`src/hdl/fam_defs.svh`:
```
/*
 Constants of the flash address space map: widths, field positions,
 command code, discoverable-parameter layout and lock reset value.
 Assumes it is included by bare name and shared by package and logic.
*/
`ifndef FAM_DEFS_SVH
`define FAM_DEFS_SVH

// ==========================================================
// Address layout
`define FAM_ADDR_W 24
`define FAM_SECT_LSB 12
`define FAM_SECT_W 12
`define FAM_OFS_W 12
`define FAM_MAX_SECTORS 4096
`define FAM_SECTORS_DEF 512

// ==========================================================
// Security registers
`define FAM_SR_COUNT 4
`define FAM_SR_IDX_W 2
`define FAM_SR_SEL_MSB 15
`define FAM_SR_SEL_LSB 12
`define FAM_SR_OFS_W 8
`define FAM_LOCK_RST 4'h1

// ==========================================================
// Discoverable-parameter space
`define FAM_OP_READ_DISC 8'h5A
`define FAM_DISC_TBL_START 8'h80
`define FAM_DISC_TBL_END 8'hBF
`define FAM_DISC_UID_START 8'hF8
`define FAM_BASIC_START_DEF 8'h90
`define FAM_MAP_START_DEF 8'hB0

`endif

```
`src/hdl/fam_pkg.sv`:
```
/*
 Types of the flash address space map: command kinds, spaces,
 discoverable-parameter regions and the request and answer carriers.
 Assumes fam_defs.svh is on the include path.
*/
`include "fam_defs.svh"

package fam_pkg;

   // ==========================================================
   // Enumerations
   typedef enum logic [2:0] {
      CMD_ARRAY_READ,
      CMD_ARRAY_PROG,
      CMD_ARRAY_ERASE,
      CMD_SR_READ,
      CMD_SR_PROG,
      CMD_SR_ERASE,
      CMD_SR_LOCK,
      CMD_DISC_READ
   } fam_cmd_t;

   typedef enum logic [1:0] {
      SPACE_NONE,
      SPACE_ARRAY,
      SPACE_SECREG,
      SPACE_DISC
   } fam_space_t;

   typedef enum logic [2:0] {
      DISC_NA,
      DISC_HEADER,
      DISC_VENDOR,
      DISC_BASIC,
      DISC_SECTOR_MAP,
      DISC_RESERVED,
      DISC_UNIQUE_ID
   } fam_disc_t;

   // ==========================================================
   // Carriers
   typedef struct packed {
      fam_cmd_t kind;
      logic [7:0] opcode;
      logic [`FAM_ADDR_W-1:0] addr;
   } fam_req_t;

   typedef struct packed {
      fam_space_t space;
      logic [`FAM_SECT_W-1:0] sector;
      logic [`FAM_OFS_W-1:0] offset;
      logic [`FAM_SR_IDX_W-1:0] sr_index;
      fam_disc_t region;
      logic is_write;
      logic granted;
      logic undefined;
   } fam_rsp_t;

endpackage : fam_pkg

```
`src/hdl/fam_space_map.sv`:
```
/*
 Address decoder of a serial NOR flash: main array of uniform sectors,
 four one-time-lockable security registers and the read-only
 discoverable-parameter space. One request per cycle, answered one
 cycle later. Assumes the command front end has already collected the
 opcode and the full address, and that requests are synchronous.
*/
// Overview of operation
// - Every space uses full 24-bit address
// - Main array uses uniform 4-kbyte sectors only
// - Low twelve bits offset, upper bits pick sector
// - Four 256-byte security registers, separate space
// - Programmed lock bit makes register unmodifiable
// - Register 0 holds protected discoverable parameters
// - Registers 1-3 erase, program, lock independently
// - Registers decode at 000000h, 001000h, 002000h, 003000h
// - Code 5Ah reads the separate parameter space
// - Parameter space opens with header and pointers
// - Order: header, vendor, basic, sector map
// - Parameter space is read-only to host
// - Header at zero, first table at 0080h
`timescale 1ns/1ps
`include "fam_defs.svh"

module fam_space_map #(
   parameter int SECTOR_COUNT = `FAM_SECTORS_DEF,
   parameter logic [7:0] BASIC_TBL_START = `FAM_BASIC_START_DEF,
   parameter logic [7:0] MAP_TBL_START = `FAM_MAP_START_DEF
) (
   input wire logic clk_sys_in,
   input wire logic rst_in,
   input wire logic req_valid_in,
   input wire fam_pkg::fam_req_t req_in,
   output logic rsp_valid_out,
   output fam_pkg::fam_rsp_t rsp_out,
   output logic [`FAM_SR_COUNT-1:0] lock_state_out
);
   import fam_pkg::*;

   // ==========================================================
   // Elaboration checks
   if (SECTOR_COUNT < 1 || SECTOR_COUNT > `FAM_MAX_SECTORS ||
       (SECTOR_COUNT & (SECTOR_COUNT - 1)) != 0) begin : g_bad_sector_count
      $error("SECTOR_COUNT must be a power of two up to 4096");
   end
   if (!(BASIC_TBL_START > `FAM_DISC_TBL_START &&
         MAP_TBL_START > BASIC_TBL_START &&
         MAP_TBL_START <= `FAM_DISC_TBL_END)) begin : g_bad_table_order
      $error("Parameter table starts out of order");
   end

   // Sector mask: upper address bits beyond the array wrap, as a
   // power-of-two array would do with unused address lines.
   localparam logic [`FAM_SECT_W-1:0] SECT_MASK = `FAM_SECT_W'(SECTOR_COUNT - 1);

   // ==========================================================
   // State
   logic rsp_valid_r;
   logic rsp_valid_nxt;
   fam_rsp_t rsp_r;
   fam_rsp_t rsp_nxt;
   logic [`FAM_SR_COUNT-1:0] lock_r;
   logic [`FAM_SR_COUNT-1:0] lock_nxt;

   // ==========================================================
   // Decode
   always_comb begin
      logic is_disc;
      logic sr_hit;
      logic [3:0] sr_sel;
      logic [`FAM_SR_IDX_W-1:0] idx;
      logic [7:0] dofs;
      is_disc = 1'b0;
      sr_hit = 1'b0;
      sr_sel = '0;
      idx = '0;
      dofs = '0;
      rsp_nxt = rsp_r;
      lock_nxt = lock_r;
      rsp_valid_nxt = req_valid_in;
      if (req_valid_in) begin
         rsp_nxt = '0;
         // The dedicated opcode wins over whatever kind came with it.
         is_disc = (req_in.opcode == `FAM_OP_READ_DISC) ||
                   (req_in.kind == CMD_DISC_READ);
         sr_sel = req_in.addr[`FAM_SR_SEL_MSB:`FAM_SR_SEL_LSB];
         idx = sr_sel[`FAM_SR_IDX_W-1:0];
         dofs = req_in.addr[`FAM_SR_OFS_W-1:0];
         // Only the four listed 256-byte windows exist.
         sr_hit = (req_in.addr[`FAM_ADDR_W-1:`FAM_SR_SEL_MSB+1] == '0) &&
                  (req_in.addr[`FAM_SR_SEL_LSB-1:`FAM_SR_OFS_W] == '0) &&
                  (sr_sel < 4'(`FAM_SR_COUNT));
         if (is_disc) begin
            // Separate space, never the array; reads only.
            rsp_nxt.space = SPACE_DISC;
            rsp_nxt.offset = `FAM_OFS_W'(dofs);
            rsp_nxt.undefined =
               (req_in.addr[`FAM_ADDR_W-1:`FAM_SR_OFS_W] != '0);
            rsp_nxt.granted = !rsp_nxt.undefined;
            // Header first at zero, then tables in fixed order.
            if (dofs < `FAM_DISC_TBL_START) begin
               rsp_nxt.region = DISC_HEADER;
            end else if (dofs < BASIC_TBL_START) begin
               rsp_nxt.region = DISC_VENDOR;
            end else if (dofs < MAP_TBL_START) begin
               rsp_nxt.region = DISC_BASIC;
            end else if (dofs <= `FAM_DISC_TBL_END) begin
               rsp_nxt.region = DISC_SECTOR_MAP;
            end else if (dofs < `FAM_DISC_UID_START) begin
               rsp_nxt.region = DISC_RESERVED;
            end else begin
               rsp_nxt.region = DISC_UNIQUE_ID;
            end
         end else if (req_in.kind == CMD_ARRAY_READ ||
                      req_in.kind == CMD_ARRAY_PROG ||
                      req_in.kind == CMD_ARRAY_ERASE) begin
            // Uniform sectors: offset is the low twelve bits.
            rsp_nxt.space = SPACE_ARRAY;
            rsp_nxt.sector = req_in.addr[`FAM_ADDR_W-1:`FAM_SECT_LSB] & SECT_MASK;
            rsp_nxt.offset = req_in.addr[`FAM_OFS_W-1:0];
            rsp_nxt.is_write = (req_in.kind != CMD_ARRAY_READ);
            rsp_nxt.granted = 1'b1;
         end else begin
            // Security register commands.
            rsp_nxt.is_write = (req_in.kind != CMD_SR_READ);
            if (sr_hit) begin
               rsp_nxt.space = SPACE_SECREG;
               rsp_nxt.sr_index = idx;
               rsp_nxt.offset = `FAM_OFS_W'(dofs);
               if (idx == '0) begin
                  rsp_nxt.region = DISC_HEADER;
                  if (dofs >= `FAM_DISC_TBL_START) begin
                     rsp_nxt.region = DISC_VENDOR;
                  end
               end
               // A set lock bit refuses every change, per register.
               rsp_nxt.granted = !(rsp_nxt.is_write && lock_r[idx]);
               if (req_in.kind == CMD_SR_LOCK && !lock_r[idx]) begin
                  lock_nxt[idx] = 1'b1;
               end
            end else begin
               rsp_nxt.space = SPACE_NONE;
               rsp_nxt.undefined = 1'b1;
               rsp_nxt.granted = 1'b0;
            end
         end
      end
      // Register 0 carries factory data and can never be unlocked.
      lock_nxt[0] = 1'b1;
   end

   // ==========================================================
   // Registers
   // Lock bits are flops: a reset reloads them from their reset value, so the
   // lasting copy must be restored by whoever owns the nonvolatile status bits.
   always_ff @(posedge clk_sys_in or posedge rst_in) begin
      if (rst_in) begin
         rsp_valid_r <= 1'b0;
         rsp_r <= '0;
         lock_r <= `FAM_LOCK_RST;
      end else begin
         rsp_valid_r <= rsp_valid_nxt;
         rsp_r <= rsp_nxt;
         lock_r <= lock_nxt;
      end
   end

   assign rsp_valid_out = rsp_valid_r;
   assign rsp_out = rsp_r;
   assign lock_state_out = lock_r;

   // Field positions in the checks are written out as numbers on purpose, so
   // that a slip in a macro cannot hide behind the same macro in its check.
   logic req_is_disc;
   assign req_is_disc = req_valid_in && (req_in.opcode == `FAM_OP_READ_DISC);

   // Lock bits have no clear path but reset, so a falling bit outside reset can only mean a decode fault.
   for (genvar gi = 0; gi < `FAM_SR_COUNT; gi++) begin : g_lock_held

   end
endmodule : fam_space_map

```
`config.mk`:
```
export PLATFORM = sky130hd
export DESIGN_NAME = fam_space_map
export DESIGN_NICKNAME = d
export VERILOG_FILES = /design/src/hdl/fam_pkg.sv /design/src/hdl/fam_space_map.sv
export VERILOG_INCLUDE_DIRS = /design/src /design/src/hdl
export SDC_FILE = /design/constraint.sdc
export NUM_CORES = 1
export LEC_CHECK = 0
export BUFFER_PORTS_ARGS = -buffer_cell sky130_fd_sc_hd__clkbuf_2
export CAP_MARGIN = 10
export CORE_MARGIN = 5
export CORE_UTILIZATION = 46
export DETAILED_ROUTE_END_ITERATION = 10
export GPL_ROUTABILITY_DRIVEN = 0
export PLACE_DENSITY = 0.81
export SYNTH_ARGS = -nofsm -noshare
export SYNTH_HDL_FRONTEND = slang
export SYNTH_SLANG_ARGS = --single-unit
```
`constraint.sdc`:
```
create_clock -name clk_sys_in -period 1.4 [get_ports clk_sys_in]
set_input_delay 0.07 -clock clk_sys_in [delete_from_list [all_inputs] [get_ports clk_sys_in]]
set_output_delay 0.07 -clock clk_sys_in [all_outputs]
set_load 0.01 [all_outputs]
```
-- Word level (Yosys, flattened, before mapping)
Cells that the tools add are included.
- magnitude comparators: 9
- equal/unequal tests: 6
- mux-type cells: 28
- bitwise logic cells: 3
- reduce and logical (&&, ||, !) cells: 18
- operator list (kind ; count):
    $lt 8x8->1 const B ; 4
    $mux 12 ; 2
    $mux 2 ; 10
    $mux 9 ; 2
    $reduce_bool 16->1 ; 1
    $mux 13 ; 1
    $mux 3 ; 4
    $eq 8x7->1 const B ; 1
    $ge 8x8->1 const B ; 1
    $le 8x8->1 const B ; 1
    $logic_not 8->1 ; 1
    $eq 3x3->1 const B ; 2
    $mux 1 ; 6
    $logic_and 1x1->1 ; 5
    $mux 5 ; 1
    $reduce_and 5->1 ; 1
    $logic_not 4->1 ; 1
    $lt 4x3->1 const B ; 1
    $or 4x4->4 ; 1
    $eq 3x1->1 const B ; 1
    $eq 3x2->1 const B ; 1
    $logic_not 1->1 ; 3
    $logic_not 3->1 ; 1
    $logic_or 1x1->1 ; 3
    8 further kinds ; 9
- flip-flop bits (word level): 38
- word-level logic and storage cells: 74

-- Logic depth before layout (Yosys ltp)
Gate-level depths: netlist of the first run.
- depth in word-level cells: 7
- mapped depth: 5
- gate-level depth less buffers: 4

-- Least setup slack after synthesis of the first run
Ideal clock, no wire load.
- path kind: reg2reg
- start: reg lock_r[3] (netlist: lock_state_out[3])
- end: reg lock_r[1] (netlist: lock_state_out[1])
- data arrival time: 1280 ps
- required time: 1334 ps
- setup slack: 53 ps
- stages on the path, launching flop included: 5
- clock period less this slack: 1347 ps
- cells stage by stage: dfrtp_1 -> mux2_2 -> o22ai_2 -> nor4b_2 -> a41o_1
- longest elaborated chain between the ends: 5
- ends and longest elaborated chain (element ; RTL line ; source):
    start, declared ; fam_space_map.sv:62 ; logic [`FAM_SR_COUNT-1:0] lock_r;
    start signal, assigned ; fam_space_map.sv:160 ; lock_r <= `FAM_LOCK_RST;
    start signal, assigned ; fam_space_map.sv:164 ; lock_r <= lock_nxt;
    $bmux 1 s2 ; fam_space_map.sv:138 ; if (req_in.kind == CMD_SR_LOCK && !lock_r[idx]) begin
    $mux 1 (implied by the code) ; fam_space_map.sv:138 ;
    $logic_not 1->1 ; fam_space_map.sv:138 ;
    $logic_and 1x1->1 ; fam_space_map.sv:138 ;
    $reduce_and 5->1 (no source line) ; n/a ;
No other way between the ends. The select of a mux whose other input is x is not followed.
A chain may end at the register's enable or synchronous reset.

-- Worst setup path after layout of the first run
Ends and elaborated chain as after synthesis.

==> metrics, run 1 <==
CTS buffer count 5; Buf+Inv Stages, Crit Path 0; postcts setup bufs 0; Hold Path Depth 3; CTS tree done; EDFF count, synth 0; Psw 0.607 mW; row count 21; sequential share of the synthesized area 53.1%; clock-pin slew of the registers on the worst-case setup and hold paths 100 ps; diodes inserted 0; largest fanout on the critical path 3; Yosys top cell area share 53.1%; Area Overhead vs Synth 44.0%; Slew Limit Fails 0; dominant synthesized flop cell dfrtp_1; area of the multi-input gates 703 um^2; clk root buf clkbuf_4; Synth Area per Inst 11.5 um^2; total power 2.20 mW; Pint 1.59 mW; Top delay family on crit path flip-flops; Leak 1.22 nW; Net Sw Frac 27.6%; Cells after DPL 266; number of synthesized register bits 35; top post-synthesis cells by count 35 x dfrtp_1, 15 x nand2_1, 13 x o2bb2ai_1; worst r2r dst lock_state_out[1]; Fmax 743 MHz; WS Path Type reg -> reg; Reg2Reg Depth 4; Synth area leaders dfrtp_1 53%, o2bb2ai_1 6.9%, a22o_1 6.4%; hold_sp req_in[13]; Final HPWL DP 3.22 mm; synth unique cells 37; CP cell instances mux2_2 > o22ai_2 > nor4b_4 > a41o_1; critical path's largest stage delay 390 ps; Syn Std Cell Area 0.00165 mm^2; Tmin final 1350 ps; Die Span Y 69.9 um; clock skew 4.49 ps; P per Cell Area 924 mW/mm^2; die area 0.00489 mm^2; Clk pwr share 28.5%; FILL cells 278; setup ws final 53.8 ps; fraction of registers with async set/reset 100%; initial antenna violation count 0; clock latency on the worst-skew pair 340 ps; GRT Util Overall 19.0%; share of power burned in registers 51.1%; synthesized instance count 144; Max VDD drop 0.000726 V; setup slack at placement -51.6 ps; per-cell routed wire length 15.6 um; vias per cell 5.26; drt pass-1 iters 4; Post-Route WL 4.58 mm; Worst Path Arrival 1630 ps; Setup crit start kind flip-flop; flop2flop setup slack 50 ps; global route total overflow 0; core region area 0.00342 mm^2; crit share post-route 96.2%; first-pass GRT wire length 7.40 mm; post-synth top area cell dfrtp_1; Data required, critical path 1680 ps; Core Util, Final 69.6%; largest net degree at the start of global routing 25; Comb pwr share 20.4%; clock sinks 35; Post-DRT Antenna Nets 0; DIE WIDTH 69.9 um; H-tree levels 2; fin area 0.00238 mm^2; Yosys warnings 0; I/O Buffers 72; sequential cell area 876 um^2; CP Capture Type flip-flop; number of global-route vias before repair 1558; # DRC 0; I/O pins 77; Clock Tree Buf Depth 2; outcome completed; fin nets 284; vias 1541; # setup viols final 0; area post-placement 0.00209 mm^2; unrepaired setup endpoints after global routing no; worst r2r src lock_state_out[3]; Hold Crit Class in -> reg; Non-Filler Instances 293; leading cell type by number of instances after synthesis dfrtp_1; Final Hold Fails 0; max_cap viols 0; Initial DRC Count 94; initial core utilization 48.3%; layout cells sized above 1 41.3%; CP max-delay cell dfrtp_1; Hold Path Sink rsp_out[21]
-- sequential cells by signal, summed over array words and instances, names as in the netlist --
signal,cells
rsp_out,31
lock_state_out,3
rsp_valid_out,1
-- repair_timing --
action / 4_1_cts / 5_1_grt
endpoints found under the hold margin: 53 / 0
endpoints found under the setup margin: 3 / 2
hold buffers: 19 / 0
pin swaps: 0 / 1
resized for setup: 1 / 3
-- cells in the final DEF (no fill, tap or decap), types with 3 or more instances in the layout --
| master | synthesis | layout |
|---|---|---|
| a21oi_1 | 5 | 5 |
| a22o_1 | 12 | 12 |
| a41o_1 | 3 | 3 |
| buf_4 | 6 | 12 |
| clkbuf_2 | 1 | 72 |
| clkbuf_4 | 0 | 5 |
| conb_1 | 2 | 4 |
| dfrtp_1 | 35 | 35 |
| dlygate4sd3_1 | 0 | 19 |
| inv_1 | 6 | 6 |
| nand2_1 | 15 | 15 |
| nand3_1 | 3 | 3 |
| nor2_1 | 6 | 6 |
| nor3_1 | 3 | 3 |
| nor4_1 | 3 | 3 |
| o21ai_0 | 3 | 3 |
| o2bb2ai_1 | 13 | 13 |
-- worst register-to-register path, cell delays in order (launching register included) --
cell and delay, ps:
dfrtp_1 390, mux2_2 270, o22ai_2 160, nor4b_4 270, a41o_1 210
-- logic make-up (layout without fill, tap and decap cells) --
family	after synthesis	count (layout)	share of synthesized area [%]
buf+inv	17	118	5.91
flops	35	35	53.1
other cells	2	4	0.455
compound gates	46	46	23.2
simple gates	42	42	16.1
xor+xnor	1	1	0.531
mux	1	1	0.682
-- metal layers --
| layer | GRT usage [%] | wire length, um |
|---|---|---|
| met1 | 22.9 | 1890 |
| met2 | 32.4 | 2270 |
| met3 | 6.74 | 362 |
| met4 | 4.89 | 57 |
| met5 | 0 | 0 |
-- worst max path at each step --
stage                            from                end  slack, ps  cells after the start
floorplan           lock_state_out[3]  lock_state_out[1]         50                      4
global placement    lock_state_out[2]  lock_state_out[2]         50                      4
detailed placement         req_in[17]         rsp_out[1]        -50                      6
CTS                        req_in[11]         rsp_out[1]         20                      7
global route        lock_state_out[3]  lock_state_out[1]         10                      4
finish              lock_state_out[3]  lock_state_out[1]         50                      4
-- area by class of cell --
| type | instances | area share (%) |
|---|---|---|
| clock buffers | 7 | 2.74 |
| clock inverters | 1 | 0.316 |
| inverters | 7 | 1.11 |
| multi-input cells | 94 | 29.6 |
| flip-flops and latches | 35 | 36.9 |
| well taps | 46 | 2.42 |
| repair buffers | 103 | 27.0 |
-- power by group through the flow --
| stage | logic (mW) | clock network, mW | registers, mW |
|---|---|---|---|
| 3_3_place_gp | 0.388 | 0 | 1.14 |
| 6_report | 0.449 | 0.625 | 1.12 |
| 4_1_cts | 0.441 | 0.642 | 1.12 |
| 5_1_grt | 0.491 | 0.679 | 1.13 |
| 3_5_place_dp | 0.398 | 0 | 1.14 |
| 2_1_floorplan | 0.173 | 0 | 1.17 |
-- per-stage QoR --
stage	hold WS, ps	TNS (ps)
2_1_floorplan	101	0
3_3_place_gp	89.6	0
3_5_place_dp	92.6	-51.6
4_1_cts	40.1	0
5_1_grt	46.9	0
6_report	52.6	0
No activity file was read; power rests on OpenSTA's default activity.
==> inputs of run 2 (changes only) <==
Settings changed: REMOVE_ABC_BUFFERS set to 1.
==> run 2 against run 1 <==
Effect of this change: die area unchanged; sequential share of layout area grew 0.16 points; sequential power about the same; critical path type unchanged; wire length shrank 5.5%; final cell count is 1.0% lower; worst setup slack worse by 16 ps; largest power group unchanged.
==> metrics, run 2 (synthesized netlist as in run 1, its figures left out) <==
unrepaired setup endpoints after global routing yes; die area 0.00489 mm^2; diodes inserted 0; setup ws final 37.8 ps; max_cap viols 0; max reg flops 31; fin nets 281; GRT Util Overall 18.3%; Cells after DPL 264; postcts setup bufs 0; clock skew 8.05 ps; Leak 1.22 nW; Pint 1.71 mW; critical path's largest stage delay 400 ps; first-pass GRT wire length 7.22 mm; share of power burned in registers 48.7%; I/O Buffers 72; P per Cell Area 975 mW/mm^2; per-cell routed wire length 14.9 um; GRT met2 Usage 30.4%; Non-Filler Instances 290; # setup viols final 0; row count 21; Die Span Y 69.9 um; number of global-route vias before repair 1568; global-route layer with the greatest usage met2; I/O pins 77; initial antenna violation count 0; # DRC 0; global route total overflow 0; actual slew at the worst max-slew pin 526 ps; drt pass-1 iters 5; vias 1496; WS Path Type reg -> reg; clock sinks 35; Post-DRT Antenna Nets 0; layout cells sized above 1 40.2%; Setup crit start kind flip-flop; total power 2.31 mW; Area Overhead vs Synth 43.4%; clk root buf clkbuf_4; hold slack 18.6 ps; leading cell type in the layout, fill and taps excluded clkbuf_2; Core Util, Final 69.3%; outcome completed; clock-pin slew of the registers on the worst-case setup and hold paths 110 ps; Psw 0.594 mW; setup slack at placement -9.02 ps; crit share post-route 97.3%; vias per cell 5.16; Post-Route WL 4.33 mm; CP cell instances mux2_4 > o22ai_4 > nor4b_4 > a41o_1; largest net degree at the start of global routing 36; Final HPWL DP 3.09 mm; Rel. slew slack 64.7%; Final Hold Fails 0; CP max-delay cell dfrtp_1; DIE WIDTH 69.9 um; Slew Limit Fails 0; Tmin final 1360 ps; Fmax 734 MHz; largest fanout on the critical path 3; met1 usage 22.6%; Net Sw Frac 25.8%; Data required, critical path 1670 ps; Max VDD drop 0.000574 V; H-tree levels 2; CTS buffer count 5; CP Capture Type flip-flop; Initial DRC Count 59; core region area 0.00342 mm^2; Clock Tree Buf Depth 2; clock latency on the worst-skew pair 330 ps; Clk pwr share 32.4%; met3 Use GR 5.74%; commonest cells after routing, fill and taps aside 72 x clkbuf_2, 35 x dfrtp_1, 18 x dlygate4sd3_1; initial core utilization 48.3%; Worst Path Arrival 1640 ps; Comb pwr share 18.8%; Hold Crit Class in -> reg; CTS tree done
[run 2: power groups by stage]
stage	sequential (mW)	combinational [mW]	clock [mW]
floorplan	1.17	0.150	0
global placement	1.14	0.383	0
detailed placement	1.14	0.392	0
CTS	1.12	0.431	0.769
global route	1.13	0.477	0.817
finish	1.12	0.434	0.748
[run 2: layout make-up]
type                    instances  area [um^2]
inverters                       7         26.3
flip-flops and latches         35          876
fillers                       280         1050
clock buffers                   6         51.3
repair buffers                100          616
multi-input cells              94          704
well taps                      46         57.6
clock inverters                 2         35.0
[run 2: final timing paths]
kind / depth (start not counted) / slack (ps) / end / from
worst max-delay path: 4 / 40 / lock_state_out[3] / lock_state_out[2]
worst min-delay path: 3 / 20 / rsp_out[14] / req_in[6]
worst max register to register: 4 / 40 / lock_state_out[3] / lock_state_out[2]
worst min register to register: 1 / 500 / rsp_out[20] / rsp_out[20]
max in group asynchronous: 4 / 750 / rsp_out[1] / rst_in
min in group asynchronous: 4 / 340 / rsp_out[8] / rst_in
[run 2: critical path, delay by kind of cell, from the launching register on]
kind | cells | cell delay [ps]
DFF | 1 | 400
AOI/OAI and AO/OA | 2 | 370
muxes | 1 | 290
and+or+nand+nor | 1 | 260
[run 2: repair_timing]
item,CTS,global route
endpoints found under the hold margin,52,0
pin swaps,0,1
endpoints found under the setup margin,3,4
gates resized for setup,1,2
hold buffers,18,0
[run 2: routing by layer]
layer / part of all wire, % / wire length (um)
met5: 0 / 0
met2: 51 / 2190
met1: 41 / 1770
met4: 0.95 / 41
met3: 7.7 / 334
[run 2: per-stage QoR]
stage	area [um^2]	TNS (ps)
floorplan	1590	-1550
CTS	2350	0
global route	2370	-166
finish	2370	0
global placement	2080	0
detailed placement	2080	-9.02
